==> src/pkg/psw_pkg.sv <==
/*
  Constants, types and register map of the serial-port power-save and
  wake control block. Assumes a 125 MHz core clock and an APB master.
*/
// Notes on behaviour
// - DTR setting: port re-enabled 20 ms after DTR goes ON while idle.
// - RTS setting: port re-enabled 20 ms after RTS goes ON while idle.
// - after line wake-up every received character is accepted while active; the code holds characters off while the FIFO is full.
// - periodic setting: idle whenever possible, port enabled in periodic windows.
// - DTR setting is refused on the first product version.
// - CTS driven low when active, port enabled and flow control on.
// - flow control is on after reset; turning it off is explicit.
// - DTR setting accepted with flow control either on or off.
// - RTS setting accepted only while flow control is off.
// - line settings: port disabled at once when controlling line goes OFF.
package psw_pkg;
  localparam int unsigned ADDR_W = 8;
  localparam int unsigned DATA_W = 32;
  localparam int unsigned CHAR_W = 8;
  localparam int unsigned FIFO_DEPTH = 16;
  localparam int unsigned TMR_W = 32;

  localparam logic [7:0] REG_CTRL = 8'h00;
  localparam logic [7:0] REG_IDLE = 8'h04;
  localparam logic [7:0] REG_ACT = 8'h08;
  localparam logic [7:0] REG_STATUS = 8'h0c;
  localparam logic [7:0] REG_RXDATA = 8'h10;

  // control word: power_save_select in the low bits, flow control above
  localparam int unsigned CTRL_MODE_LSB = 0;
  localparam int unsigned CTRL_FLOW_BIT = 4;
  localparam int unsigned STS_ACTIVE_BIT = 0;
  localparam int unsigned STS_PORT_BIT = 1;
  localparam int unsigned STS_CTS_BIT = 2;
  localparam int unsigned STS_REJ_BIT = 3;
  localparam int unsigned STS_EMPTY_BIT = 4;
  localparam int unsigned STS_FULL_BIT = 5;
  localparam int unsigned STS_WAKE_BIT = 6;
  localparam int unsigned RXD_VALID_BIT = 8;

  typedef enum logic [1:0] {PS_OFF, PS_PERIODIC, PS_RTS, PS_DTR} ps_mode_t;
  typedef enum logic [1:0] {ST_IDLE, ST_WAKE, ST_ACTIVE} pwr_state_t;

  localparam ps_mode_t MODE_RST = PS_OFF;
  localparam logic FLOW_RST = 1'b1;
  localparam logic [TMR_W-1:0] IDLE_RST = 32'h0001_0000;
  localparam logic [TMR_W-1:0] ACT_RST = 32'h0000_4000;
  localparam logic [7:0] VER_FIRST = 8'h01;

  localparam longint unsigned WAKE_TIME_MS = 20;
  localparam longint unsigned CLK_HZ = 125_000_000;
  localparam longint unsigned MS_PER_S = 1000;
  // least time: rounded up to whole cycles
  localparam longint unsigned WAKE_CYC =
    (WAKE_TIME_MS * CLK_HZ + MS_PER_S - 1) / MS_PER_S;
endpackage

==> src/hw/char_fifo.sv <==
/*
  Flip-flop FIFO with valid/ready on both sides.
  Assumes DEPTH is a power of two; one clock, asynchronous reset.
*/
`timescale 1ns/1ps
module char_fifo #(
  parameter int unsigned W = 8,
  parameter int unsigned DEPTH = 16
) (
  input wire logic mclk,
  input wire logic arst_n,
  input wire logic in_valid,
  output logic in_ready,
  input wire logic [W-1:0] in_data,
  output logic out_valid,
  input wire logic out_ready,
  output logic [W-1:0] out_data
);
  localparam int unsigned AW = $clog2(DEPTH);
  logic [W-1:0] mem_ff [DEPTH];
  logic [AW:0] wr_ff;
  logic [AW:0] rd_ff;
  logic push;
  logic pop;

  assign out_valid = wr_ff != rd_ff;
  assign in_ready = (wr_ff[AW] == rd_ff[AW]) || (wr_ff[AW-1:0] != rd_ff[AW-1:0]);
  assign out_data = mem_ff[rd_ff[AW-1:0]];
  assign push = in_valid && in_ready;
  assign pop = out_valid && out_ready;

  always_ff @(posedge mclk) begin
    if (push) begin
      mem_ff[wr_ff[AW-1:0]] <= in_data;
    end
  end

  always_ff @(posedge mclk or negedge arst_n) begin
    if (!arst_n) begin
      wr_ff <= '0;
      rd_ff <= '0;
    end else begin
      if (push) begin
        wr_ff <= wr_ff + 1'b1;
      end
      if (pop) begin
        rd_ff <= rd_ff + 1'b1;
      end
    end
  end
endmodule

==> src/hw/span_timer.sv <==
/*
  Loadable down-counter; done is high in the cycle the count reaches zero.
  Assumes one clock and asynchronous reset.
*/
`timescale 1ns/1ps
module span_timer #(
  parameter int unsigned W = 32
) (
  input wire logic mclk,
  input wire logic arst_n,
  input wire logic load,
  input wire logic [W-1:0] load_val,
  output logic done
);
  logic [W-1:0] cnt_ff;
  logic run_ff;

  assign done = run_ff && (cnt_ff == '0);

  always_ff @(posedge mclk or negedge arst_n) begin
    if (!arst_n) begin
      cnt_ff <= '0;
      run_ff <= 1'b0;
    end else if (load) begin
      cnt_ff <= load_val;
      run_ff <= 1'b1;
    end else if (done) begin
      run_ff <= 1'b0;
    end else if (run_ff) begin
      cnt_ff <= cnt_ff - 1'b1;
    end
  end
endmodule

==> src/hw/uart_psave_ctrl.sv <==
/*
  Power-save and wake control of the module serial port, with an APB
  register file and a receive FIFO. Assumes a character receiver that
  offers bytes by valid/ready, and RTS/DTR inputs synchronous to mclk.
*/
// The implementer's own choices: the APB register port and the register offsets.
`timescale 1ns/1ps
module uart_psave_ctrl #(
  parameter logic [31:0] WAKE_CYCLES = 32'(psw_pkg::WAKE_CYC),
  parameter logic [7:0] PRODUCT_VER = 8'h02,
  parameter int unsigned FIFO_DEPTH = psw_pkg::FIFO_DEPTH
) (
  input wire logic mclk,
  input wire logic arst_n,
  input wire logic psel,
  input wire logic penable,
  input wire logic pwrite,
  input wire logic [psw_pkg::ADDR_W-1:0] paddr,
  input wire logic [psw_pkg::DATA_W-1:0] pwdata,
  output logic [psw_pkg::DATA_W-1:0] prdata,
  output logic pready,
  output logic pslverr,
  input wire logic rts_n,
  input wire logic dtr_n,
  output logic cts_n,
  output logic port_en,
  output logic mod_active,
  input wire logic rx_valid,
  input wire logic [psw_pkg::CHAR_W-1:0] rx_data,
  output logic rx_ready
);
  psw_pkg::ps_mode_t mode_ff;
  psw_pkg::pwr_state_t state_ff;
  psw_pkg::pwr_state_t nxt_state;
  logic flow_en_ff;
  logic [psw_pkg::TMR_W-1:0] idle_len_ff;
  logic [psw_pkg::TMR_W-1:0] act_len_ff;
  logic rej_ff;
  logic port_en_ff;
  logic cts_n_ff;
  logic [psw_pkg::DATA_W-1:0] prdata_ff;
  logic slverr_ff;

  logic setup;
  logic access;
  logic addr_ok;
  logic ctrl_wr;
  logic ctrl_bad;
  logic ctrl_ok;
  logic sts_wr;
  logic rxd_rd;
  psw_pkg::ps_mode_t wr_mode;
  logic wr_flow;
  logic line_on;
  logic tmr_load;
  logic [psw_pkg::TMR_W-1:0] tmr_val;
  logic tmr_done;
  logic fifo_in_ready;
  logic fifo_out_valid;
  logic [psw_pkg::CHAR_W-1:0] fifo_out_data;
  logic rx_take;

  // apb decode
  assign setup = psel && !penable;
  assign access = psel && penable;
  assign pready = access;
  assign pslverr = access && slverr_ff;
  assign prdata = prdata_ff;
  assign wr_mode = psw_pkg::ps_mode_t'(pwdata[psw_pkg::CTRL_MODE_LSB +: 2]);
  assign wr_flow = pwdata[psw_pkg::CTRL_FLOW_BIT];

  always_comb begin
    case (paddr)
      psw_pkg::REG_CTRL,
      psw_pkg::REG_IDLE,
      psw_pkg::REG_ACT,
      psw_pkg::REG_STATUS,
      psw_pkg::REG_RXDATA: addr_ok = 1'b1;
      default: addr_ok = 1'b0;
    endcase
  end

  // settings refused outright so a bad write cannot half-apply
  assign ctrl_bad = ((wr_mode == psw_pkg::PS_DTR) &&
                     (PRODUCT_VER == psw_pkg::VER_FIRST)) ||
                    ((wr_mode == psw_pkg::PS_RTS) && wr_flow);
  assign ctrl_wr = access && pwrite && (paddr == psw_pkg::REG_CTRL);
  assign ctrl_ok = ctrl_wr && !ctrl_bad;
  assign sts_wr = access && pwrite && (paddr == psw_pkg::REG_STATUS);
  assign rxd_rd = access && !pwrite && (paddr == psw_pkg::REG_RXDATA);

  // control registers
  always_ff @(posedge mclk or negedge arst_n) begin
    if (!arst_n) begin
      mode_ff <= psw_pkg::MODE_RST;
      flow_en_ff <= psw_pkg::FLOW_RST;
    end else if (ctrl_ok) begin
      mode_ff <= wr_mode;
      flow_en_ff <= wr_flow;
    end
  end

  always_ff @(posedge mclk or negedge arst_n) begin
    if (!arst_n) begin
      idle_len_ff <= psw_pkg::IDLE_RST;
      act_len_ff <= psw_pkg::ACT_RST;
    end else if (access && pwrite) begin
      if (paddr == psw_pkg::REG_IDLE) begin
        idle_len_ff <= pwdata;
      end
      if (paddr == psw_pkg::REG_ACT) begin
        act_len_ff <= pwdata;
      end
    end
  end

  // sticky refusal flag, write one to clear; a new refusal wins
  always_ff @(posedge mclk or negedge arst_n) begin
    if (!arst_n) begin
      rej_ff <= 1'b0;
    end else if (ctrl_wr && ctrl_bad) begin
      rej_ff <= 1'b1;
    end else if (sts_wr && pwdata[psw_pkg::STS_REJ_BIT]) begin
      rej_ff <= 1'b0;
    end
  end

  // read data captured in setup, so prdata comes from a flop
  always_ff @(posedge mclk or negedge arst_n) begin
    if (!arst_n) begin
      prdata_ff <= '0;
      slverr_ff <= 1'b0;
    end else if (setup) begin
      prdata_ff <= '0;
      slverr_ff <= !addr_ok ||
                   (pwrite && (paddr == psw_pkg::REG_CTRL) && ctrl_bad);
      if (!pwrite) begin
        case (paddr)
          psw_pkg::REG_CTRL: begin
            prdata_ff[psw_pkg::CTRL_MODE_LSB +: 2] <= mode_ff;
            prdata_ff[psw_pkg::CTRL_FLOW_BIT] <= flow_en_ff;
          end
          psw_pkg::REG_IDLE: prdata_ff <= idle_len_ff;
          psw_pkg::REG_ACT: prdata_ff <= act_len_ff;
          psw_pkg::REG_STATUS: begin
            prdata_ff[psw_pkg::STS_ACTIVE_BIT] <= state_ff == psw_pkg::ST_ACTIVE;
            prdata_ff[psw_pkg::STS_PORT_BIT] <= port_en_ff;
            prdata_ff[psw_pkg::STS_CTS_BIT] <= cts_n_ff;
            prdata_ff[psw_pkg::STS_REJ_BIT] <= rej_ff;
            prdata_ff[psw_pkg::STS_EMPTY_BIT] <= !fifo_out_valid;
            prdata_ff[psw_pkg::STS_FULL_BIT] <= !fifo_in_ready;
            prdata_ff[psw_pkg::STS_WAKE_BIT] <= state_ff == psw_pkg::ST_WAKE;
          end
          psw_pkg::REG_RXDATA: begin
            prdata_ff[psw_pkg::CHAR_W-1:0] <= fifo_out_data;
            prdata_ff[psw_pkg::RXD_VALID_BIT] <= fifo_out_valid;
          end
          default: prdata_ff <= '0;
        endcase
      end
    end
  end

  // power state
  assign line_on = (mode_ff == psw_pkg::PS_RTS) ? !rts_n : !dtr_n;
  assign rx_take = rx_valid && rx_ready;

  always_comb begin
    nxt_state = state_ff;
    tmr_load = 1'b0;
    tmr_val = act_len_ff;
    if (ctrl_ok) begin
      // a new periodic setting may go idle at once, no timeout wait
      if (wr_mode == psw_pkg::PS_PERIODIC) begin
        nxt_state = psw_pkg::ST_IDLE;
        tmr_load = 1'b1;
        tmr_val = idle_len_ff;
      end else begin
        nxt_state = psw_pkg::ST_ACTIVE;
      end
    end else begin
      case (mode_ff)
        psw_pkg::PS_OFF: nxt_state = psw_pkg::ST_ACTIVE;
        psw_pkg::PS_PERIODIC: begin
          case (state_ff)
            psw_pkg::ST_ACTIVE: begin
              if (rx_take) begin
                tmr_load = 1'b1;
              end else if (tmr_done) begin
                nxt_state = psw_pkg::ST_IDLE;
                tmr_load = 1'b1;
                tmr_val = idle_len_ff;
              end
            end
            psw_pkg::ST_IDLE: begin
              if (tmr_done) begin
                nxt_state = psw_pkg::ST_ACTIVE;
                tmr_load = 1'b1;
              end
            end
            default: begin
              nxt_state = psw_pkg::ST_ACTIVE;
              tmr_load = 1'b1;
            end
          endcase
        end
        default: begin
          if (!line_on) begin
            nxt_state = psw_pkg::ST_IDLE;
          end else begin
            case (state_ff)
              psw_pkg::ST_IDLE: begin
                nxt_state = psw_pkg::ST_WAKE;
                tmr_load = 1'b1;
                tmr_val = WAKE_CYCLES - 32'h0000_0001;
              end
              psw_pkg::ST_WAKE: begin
                if (tmr_done) begin
                  nxt_state = psw_pkg::ST_ACTIVE;
                end
              end
              default: nxt_state = psw_pkg::ST_ACTIVE;
            endcase
          end
        end
      endcase
    end
  end

  always_ff @(posedge mclk or negedge arst_n) begin
    if (!arst_n) begin
      state_ff <= psw_pkg::ST_ACTIVE;
      port_en_ff <= 1'b1;
      cts_n_ff <= 1'b0;
    end else begin
      state_ff <= nxt_state;
      port_en_ff <= nxt_state == psw_pkg::ST_ACTIVE;
      // flow control taken from the value that lands with the state
      cts_n_ff <= !((nxt_state == psw_pkg::ST_ACTIVE) &&
                    (ctrl_ok ? wr_flow : flow_en_ff));
    end
  end

  assign cts_n = cts_n_ff;
  assign port_en = port_en_ff;
  assign mod_active = state_ff == psw_pkg::ST_ACTIVE;
  // characters only taken while the port is enabled; FIFO stalls the rest
  assign rx_ready = port_en_ff && fifo_in_ready;

  span_timer #(
    .W(psw_pkg::TMR_W)
  ) u_timer (
    .mclk(mclk),
    .arst_n(arst_n),
    .load(tmr_load),
    .load_val(tmr_val),
    .done(tmr_done)
  );

  char_fifo #(
    .W(psw_pkg::CHAR_W),
    .DEPTH(FIFO_DEPTH)
  ) u_fifo (
    .mclk(mclk),
    .arst_n(arst_n),
    .in_valid(rx_valid && port_en_ff),
    .in_ready(fifo_in_ready),
    .in_data(rx_data),
    .out_valid(fifo_out_valid),
    .out_ready(rxd_rd),
    .out_data(fifo_out_data)
  );

  // helper logic for checks
  logic [31:0] wake_cnt_ff;
  logic seen_ff;

  always_ff @(posedge mclk or negedge arst_n) begin
    if (!arst_n) begin
      wake_cnt_ff <= '0;
      seen_ff <= 1'b0;
    end else begin
      seen_ff <= 1'b1;
      if (state_ff == psw_pkg::ST_WAKE) begin
        wake_cnt_ff <= wake_cnt_ff + 32'h0000_0001;
      end else begin
        wake_cnt_ff <= '0;
      end
    end
  end

  AST_WAKE_DTR: assert property (@(posedge mclk) disable iff (!arst_n)
    (state_ff == psw_pkg::ST_WAKE && nxt_state == psw_pkg::ST_ACTIVE &&
     mode_ff == psw_pkg::PS_DTR && !ctrl_ok)
    |-> wake_cnt_ff == WAKE_CYCLES - 32'h0000_0001)
    else $error("dtr wake-up time wrong");

  AST_WAKE_RTS: assert property (@(posedge mclk) disable iff (!arst_n)
    (state_ff == psw_pkg::ST_IDLE && mode_ff == psw_pkg::PS_RTS &&
     !rts_n && !ctrl_ok)
    |=> state_ff == psw_pkg::ST_WAKE && !port_en_ff)
    else $error("rts wake did not start");

  AST_RX_TAKEN: assert property (@(posedge mclk) disable iff (!arst_n)
    (state_ff == psw_pkg::ST_ACTIVE && fifo_in_ready) |-> rx_ready)
    else $error("active port refused a character");

  AST_PERIODIC_IDLE: assert property (@(posedge mclk) disable iff (!arst_n)
    (mode_ff == psw_pkg::PS_PERIODIC && state_ff == psw_pkg::ST_ACTIVE &&
     tmr_done && !rx_take && !ctrl_ok)
    |=> state_ff == psw_pkg::ST_IDLE ##1 !port_en_ff)
    else $error("periodic window did not close");

  AST_VER_REJECT: assert property (@(posedge mclk) disable iff (!arst_n)
    (ctrl_wr && wr_mode == psw_pkg::PS_DTR &&
     PRODUCT_VER == psw_pkg::VER_FIRST)
    |=> mode_ff == $past(mode_ff) && rej_ff)
    else $error("dtr setting taken on first version");

  AST_CTS: assert property (@(posedge mclk) disable iff (!arst_n)
    cts_n == !(port_en_ff && flow_en_ff))
    else $error("cts does not follow port and flow control");

  AST_FLOW_RESET: assert property (@(posedge mclk) disable iff (!arst_n)
    !seen_ff |-> flow_en_ff && mode_ff == psw_pkg::PS_OFF)
    else $error("flow control not on after reset");

  AST_DTR_ANY_FLOW: assert property (@(posedge mclk) disable iff (!arst_n)
    (ctrl_wr && wr_mode == psw_pkg::PS_DTR &&
     PRODUCT_VER != psw_pkg::VER_FIRST)
    |=> mode_ff == psw_pkg::PS_DTR && flow_en_ff == $past(wr_flow))
    else $error("dtr setting refused");

  AST_RTS_NO_FLOW: assert property (@(posedge mclk) disable iff (!arst_n)
    mode_ff == psw_pkg::PS_RTS |-> !flow_en_ff)
    else $error("rts setting with flow control on");

  AST_LINE_OFF: assert property (@(posedge mclk) disable iff (!arst_n)
    (mode_ff inside {psw_pkg::PS_RTS, psw_pkg::PS_DTR} && !line_on &&
     !ctrl_ok)
    |=> !port_en_ff && state_ff == psw_pkg::ST_IDLE)
    else $error("port left enabled after line off");

  AST_STATE_PORT: assert property (@(posedge mclk) disable iff (!arst_n)
    port_en_ff == (state_ff == psw_pkg::ST_ACTIVE))
    else $error("port flag disagrees with state");
endmodule

==> config.mk <==
export PLATFORM = sky130hd
export DESIGN_NAME = uart_psave_ctrl
export DESIGN_NICKNAME = d
export VERILOG_FILES = /design/src/pkg/psw_pkg.sv /design/src/hw/char_fifo.sv /design/src/hw/span_timer.sv /design/src/hw/uart_psave_ctrl.sv
export SDC_FILE = /design/constraint.sdc
export NUM_CORES = 1
export LEC_CHECK = 0
export BUFFER_PORTS_ARGS = -buffer_cell sky130_fd_sc_hd__buf_2
export CAP_MARGIN = 30
export CELL_PAD_IN_SITES_DETAIL_PLACEMENT = 2
export CELL_PAD_IN_SITES_GLOBAL_PLACEMENT = 2
export CORE_UTILIZATION = 48
export CTS_BUF_LIST = sky130_fd_sc_hd__clkbuf_4
export DETAILED_ROUTE_END_ITERATION = 7
export PLACE_DENSITY_LB_ADDON = 0.05
export SLEW_MARGIN = 10
export SYNTH_ARGS = -nofsm -noshare
export SYNTH_HDL_FRONTEND = slang
export SYNTH_SLANG_ARGS = --single-unit
==> constraint.sdc <==
create_clock -name mclk -period 5.75 [get_ports mclk]
set_input_delay 0.2875 -clock mclk [delete_from_list [all_inputs] [get_ports mclk]]
set_output_delay 0.2875 -clock mclk [all_outputs]
set_load 0.03 [all_outputs]
# --- After elaboration in Yosys (flattened, before gate mapping) ---
# Memory sizes are Yosys's and may differ from the RTL's.
# Index checks and enable logic that the tools add are counted.
totals:
  out_inout_bits: 38
  in_bits: 56
  register_bits: 148
  word_cells: 120
  ram_bits: 128
  n_memories: 1
op_classes:
  n_addsub: 3
  n_mux: 44
  eq_ne: 15
  n_reduce_logical: 43
mem_list:
  columns: ["memory", "depth", "word_bits", "read_ports", "rd_ports_with_merged_regs", "write_ports", "line", "source"]
  rows:
  - ["u_fifo.mem_ff", 16, 8, 1, 0, 1, "char_fifo.sv:20", "logic [W-1:0] mem_ff [DEPTH];"]
op_table:
  columns: ["op", "n"]
  rows:
  - ["$mux W32", 11]
  - ["$pmux W32 S2", 1]
  - ["$pmux W23 S2", 1]
  - ["$logic_not A32 Y1", 1]
  - ["$sub A32 B1 Y32 const B", 1]
  - ["$logic_and A1 B1 Y1", 21]
  - ["$eq A8 B4 Y1 const B", 2]
  - ["$pmux W2 S4", 2]
  - ["$mux W1", 15]
  - ["$mux W2", 6]
  - ["$pmux W2 S2", 3]
  - ["$add A5 B1 Y5 const B", 2]
  - ["$pmux W2 S5", 1]
  - ["$logic_not A1 Y1", 9]
  - ["$eq A2 B2 Y1 const B", 4]
  - ["$eq A8 B3 Y1 const B", 1]
  - ["$eq A8 B5 Y1 const B", 1]
  - ["$logic_not A8 Y1", 1]
  - ["$eq A2 B1 Y1 const B", 3]
  - ["$pmux W2 S3", 1]
  - ["$reduce_and A2 Y1", 3]
  - ["$reduce_bool A2 Y1", 3]
  - ["$ne A5 B5 Y1", 1]
  - ["$pmux W1 S5", 1]
  - ["7 further kinds", 10]

# --- Logic depth before layout (Yosys ltp) ---
depth:
  depth_word: 11
  ltp_mapped: 9
  depth_no_buf: 8

# --- Hierarchy ---
# A second synthesis with hierarchy kept.
unflattened:
  cells_unflattened: 951
  area_unflattened_um2: 12789.8
modules_own_cells:
  columns: ["module", "n_inst", "cells_each", "seq_area_each_um2", "area_each_um2"]
  rows:
  - ["char_fifo", 1, 293, 4093.9, 5710.5]
  - ["uart_psave_ctrl", 1, 430, 2633.8, 5004.8]
  - ["span_timer", 1, 228, 825.8, 2074.5]

# --- Worst setup path after synthesis ---
# No wires, ideal clock.
synth_path:
  kind: "reg-to-reg"
  start: "register u_fifo.rd_ff[0]"
  end: "memory u_fifo.mem_ff[3][0], enable pin"
  setup_time_ps: 383
  synth_period_minus_slack_ps: 2867
  stages_incl_launch_ff: 8
  n_path_buf: 2
  slack_ps: 2883
  t_arrival_ps: 2484
  required_time_ps: 5367
  cell_sequence: "dfrtp_1 -> clkbuf_1 -> xor2_1 -> nor4_1 -> a21oi_1 -> clkbuf_1 -> nand2_1 -> nor3_1"
synth_between:
  elab_chain_len: 5
synth_lines:
  columns: ["element", "line", "source"]
  rows:
  - ["from (decl)", "char_fifo.sv:22", "logic [AW:0] rd_ff;"]
  - ["from (signal assigned)", "char_fifo.sv:47", "rd_ff <= rd_ff + 1'b1;"]
  - ["$ne A4 B4 Y1", "char_fifo.sv:27", "assign in_ready = (wr_ff[AW] == rd_ff[AW]) || (wr_ff[AW-1:0] != rd_ff[AW-1:0]);"]
  - ["$logic_or A1 B1 Y1", "char_fifo.sv:27", null]
  - ["$logic_and A1 B1 Y1", "char_fifo.sv:29", "assign push = in_valid && in_ready;"]
  - ["$mux W1", "char_fifo.sv:33", "if (push) begin"]
  - ["$mux W1 (implied by the code)", "char_fifo.sv:34", "mem_ff[wr_ff[AW-1:0]] <= in_data;"]
  - ["to (decl)", "char_fifo.sv:20", null]
# No other way between the ends.

# --- Worst setup path in the final report ---
layout_path:
  start: "register u_fifo.rd_ff[0]"
  end: "register u_timer.cnt_ff[12]"
layout_between:
  elab_chain_len: 10
  word_cells_on_any_way: 16
  classes_between: "eq/ne: 2; mux: 9; reduce/logical: 5"
layout_lines:
  columns: ["element", "line", "source"]
  rows:
  - ["$ne A4 B4 Y1 *", "char_fifo.sv:27", null]
  - ["$logic_or A1 B1 Y1 *", "char_fifo.sv:27", null]
  - ["$logic_and A1 B1 Y1 *", "uart_psave_ctrl.sv:248", "assign rx_ready = port_en_ff && fifo_in_ready;"]
  - ["$logic_and A1 B1 Y1 *", "uart_psave_ctrl.sv:166", "assign rx_take = rx_valid && rx_ready;"]
  - ["$mux W1", "uart_psave_ctrl.sv:187", "if (rx_take) begin"]
  - ["$pmux W1 S2", "uart_psave_ctrl.sv:185", "case (state_ff)"]
  - ["$pmux W1 S2", "uart_psave_ctrl.sv:182", "case (mode_ff)"]
  - ["$mux W1", "uart_psave_ctrl.sv:172", "if (ctrl_ok) begin"]
  - ["$ne A2 B2 Y1 (no line) or $reduce_bool A2 Y1 (tied branches)", null, null]
  - ["$reduce_and A2 Y1 (no line)", null, null]
  - ["to (signal assigned)", "span_timer.sv:25", "cnt_ff <= load_val;"]
  - ["to (signal assigned)", "span_timer.sv:30", "cnt_ff <= cnt_ff - 1'b1;"]
  - ["to (decl)", "span_timer.sv:15", "logic [W-1:0] cnt_ff;"]
# Mark *: on every way between the ends. The rest lies on a longest branch, timed or not.
# A chain may end at the register's enable or synchronous reset.

==> metrics <==
Logic pwr share=12.2%; register area=0.00755 mm^2; insertion delay to the later sink of the worst-skew pair=0.76 ns; Final Critical Period=3.92 ns; Worst Path Max Fanout=36; final hold slack=0.0407 ns; switching pwr=1.63 mW; critical path class=register to register; Post-Syn Instances=935; most frequent cell on the critical path=buf_4; max-capacitance violation count=0; Worst EP required=6.34 ns; final setup TNS=0 ns; final period utilization=68.2%; design area=0.0150 mm^2; I/O Buffers=93; Seq/Total Area, Yosys=59.6%; effective utilization at floorplan=48.8%; Post-synth EDFFs=128; Overall Global Routing Usage=37.3%; Cell Pwr Density=339 mW/mm^2; htree depth=3; Finished Layout Cells=1514; Total Power=5.07 mW; Worst EP arrival=4.51 ns; Final Slew Violations=0; largest net degree at the start of global routing=93; Sink Count=276; status=complete, no violations; total gr overflow=0; antenna violations before repair=2; WP buf/inv=3; CP max-delay cell=nor2_2; critical path capture point type=register; core area=0.0260 mm^2; Clock Tree Root=clkbuf_4; top_reg_cell synth=dfrtp_1; Seq cells post-synth=276; min-delay worst type=input pin to register; CTS buffer count=75; # setup viols final=0; Filler Cells Inserted=2375; Area Growth Syn to Fin=18.2%; commonest non-fill, non-tap cell in the layout=dfrtp_1; clock buffer depth=3; Switching Share=32.2%; Int Pwr=3.44 mW; Placed Instance Area=0.0135 mm^2; CTS tree=done; final hold vios=0; Worst-path clk slew=0.11 ns; Synth warnings=0; Tightest Pin Transition=1.14 ns; average wire per standard cell=33.9 um; clock power share=39.6%; total number of vias=10100; DIE AREA=0.0271 mm^2; post-CTS setup buffers=0; share of layout cells above drive strength 1=31.7%; max incr delay on CP=0.62 ns; largest delay contributor family on the critical path=buffers and inverters; RD Place Congestion=0.830; first-pass detailed-route iteration total=5; final net count=1182; Die Width=164 um; ANT nets after route=0; Place WS=2.07 ns; unrepaired setup endpoints after global routing=false; count of cell types in the netlist=63; Final WS setup=1.83 ns; startpoint types=register; Cell Chain, Critical Path=buf_4 > xor2_1 > nor4_1 > buf_4 > o21bai_1 > o211a_4 > nor2_2 > buf_4 > mux2i_1; dpl hpwl=27400 um; share of async-settable or async-resettable flops after synthesis=53.6%; worst clock skew=0.0748 ns; area occupied by multi-input gates=0.00490 mm^2; synthesized cell area=0.0127 mm^2; VDD IR-drop max=244 uV; vias per inst=6.66; Iter 0 DRT Violations=903; row cnt=59; number of global-route vias before repair=10900; post-layout util=57.6%; Seq pwr share=48.3%; # placed instances=1329; Detailed Route WL=51300 um; net count after synthesis=998; IO Count=94; relative slew slack=23.9%; # DRC=0; fmax=0.255 GHz; Leak=6.01 nW; commonest cells after routing, fill and taps aside=142 x dfrtp_1, 128 x edfxtp_1, 112 x clkbuf_4; Mapped Avg Cell Area=13.6 um^2; Chip Height=164 um; first-pass GRT wire length=72300 um
## cell families (layout without fill, tap and decap cells)
kind of cell    count (synthesis)  in the layout  synth area share [%]
flops                         276            276                  59.6
simple gates                  256            256                  11.0
compound gates                167            167                  9.36
mux                           130            130                  14.9
buf+inv                        62            304                  1.97
xor+xnor                       37             37                  2.56
fa+ha+maj                       7              7                 0.691
other cells                     0              2                     0
## layer usage
layer	vias to the layer above	global-route usage [%]	wire, um
met4	0	18.2	2750
met2	535	63.0	25900
met5	-	0	0
li1	4032	-	-
met3	179	6.20	3110
met1	5336	46.7	19500
## state kept, by name, summed over array words and instances (netlist names)
| register | cells |
|---|---|
| u_timer.cnt_ff | 32 |
| mode_ff | 2 |
| u_fifo.mem_ff | 128 |
| rej_ff | 1 |
| u_fifo.rd_ff | 5 |
| state_ff | 2 |
| u_timer.run_ff | 1 |
| prdata | 32 |
| idle_len_ff | 32 |
| u_fifo.wr_ff | 5 |
| flow_en_ff | 1 |
| slverr_ff | 1 |
| port_en | 1 |
| act_len_ff | 32 |
| cts_n | 1 |
## worst register-to-register path, stage by stage, from the launching register on
cell      delay [ns]
dfrtp_2         0.36
buf_4           0.59
xor2_1          0.18
nor4_1          0.45
buf_4           0.24
o21bai_1        0.16
o211a_4         0.31
nor2_2          0.62
buf_4           0.43
mux2i_1         0.43
## layout make-up
class	instances	area share (%)
clock inverter	23	0.977
tap	335	2.80
timing repair buffer	158	7.16
multi-input combinational	597	32.7
sequential	276	50.4
inverter	11	0.276
clock buffer	112	5.61
antenna	2	0.0334
## power groups by stage
stage	combinational, mW	clock, mW	sequential [mW]
after CTS	0.574	1.91	2.42
after detailed placement	0.529	0	2.45
after floorplan	0.347	0	2.38
after global placement	0.501	0	2.43
final	0.617	2.01	2.45
after global routing	0.653	2.10	2.46
## path summary, 6_finish.rpt
path,startpoint,end,slack [ns],cells after the start
max in group asynchronous,arst_n,u_fifo.rd_ff[0],4.17,3
max reg2reg,u_fifo.rd_ff[0],u_timer.cnt_ff[12],1.83,9
min,pwrite,u_fifo.rd_ff[0],0.04,3
min in group asynchronous,arst_n,mode_ff[1],0.19,2
max,u_fifo.rd_ff[0],u_timer.cnt_ff[12],1.83,9
min reg2reg,prdata[24],prdata[24],0.49,2
## cell usage after synthesis (9+ instances only)
library cell,instances,share of area [%]
mux4_2,40,7.1
a21oi_1,15,0.59
mux2i_1,25,2.0
nand4_1,9,0.44
mux2_2,65,5.8
nor3_1,27,1.1
o22ai_1,9,0.44
nand2_1,64,1.9
a221oi_1,19,1.3
dfrtp_1,143,28
clkbuf_1,38,1.1
buf_1,9,0.27
nand3_1,28,1.1
xnor2_1,20,1.4
edfxtp_1,128,30
and2_1,15,0.74
nor4_1,21,1.0
inv_1,11,0.33
nor2b_1,9,0.44
xor2_1,17,1.2
a22oi_1,29,1.7
nor2_1,30,0.89
o21ai_0,40,1.6
## repair_timing
action / 4_1_cts / 5_1_grt
hold buffers: 42 / 0
gates resized for setup: 0 / 0
hold endpoints to repair: 277 / 0
(Power assumes the default switching activity.)
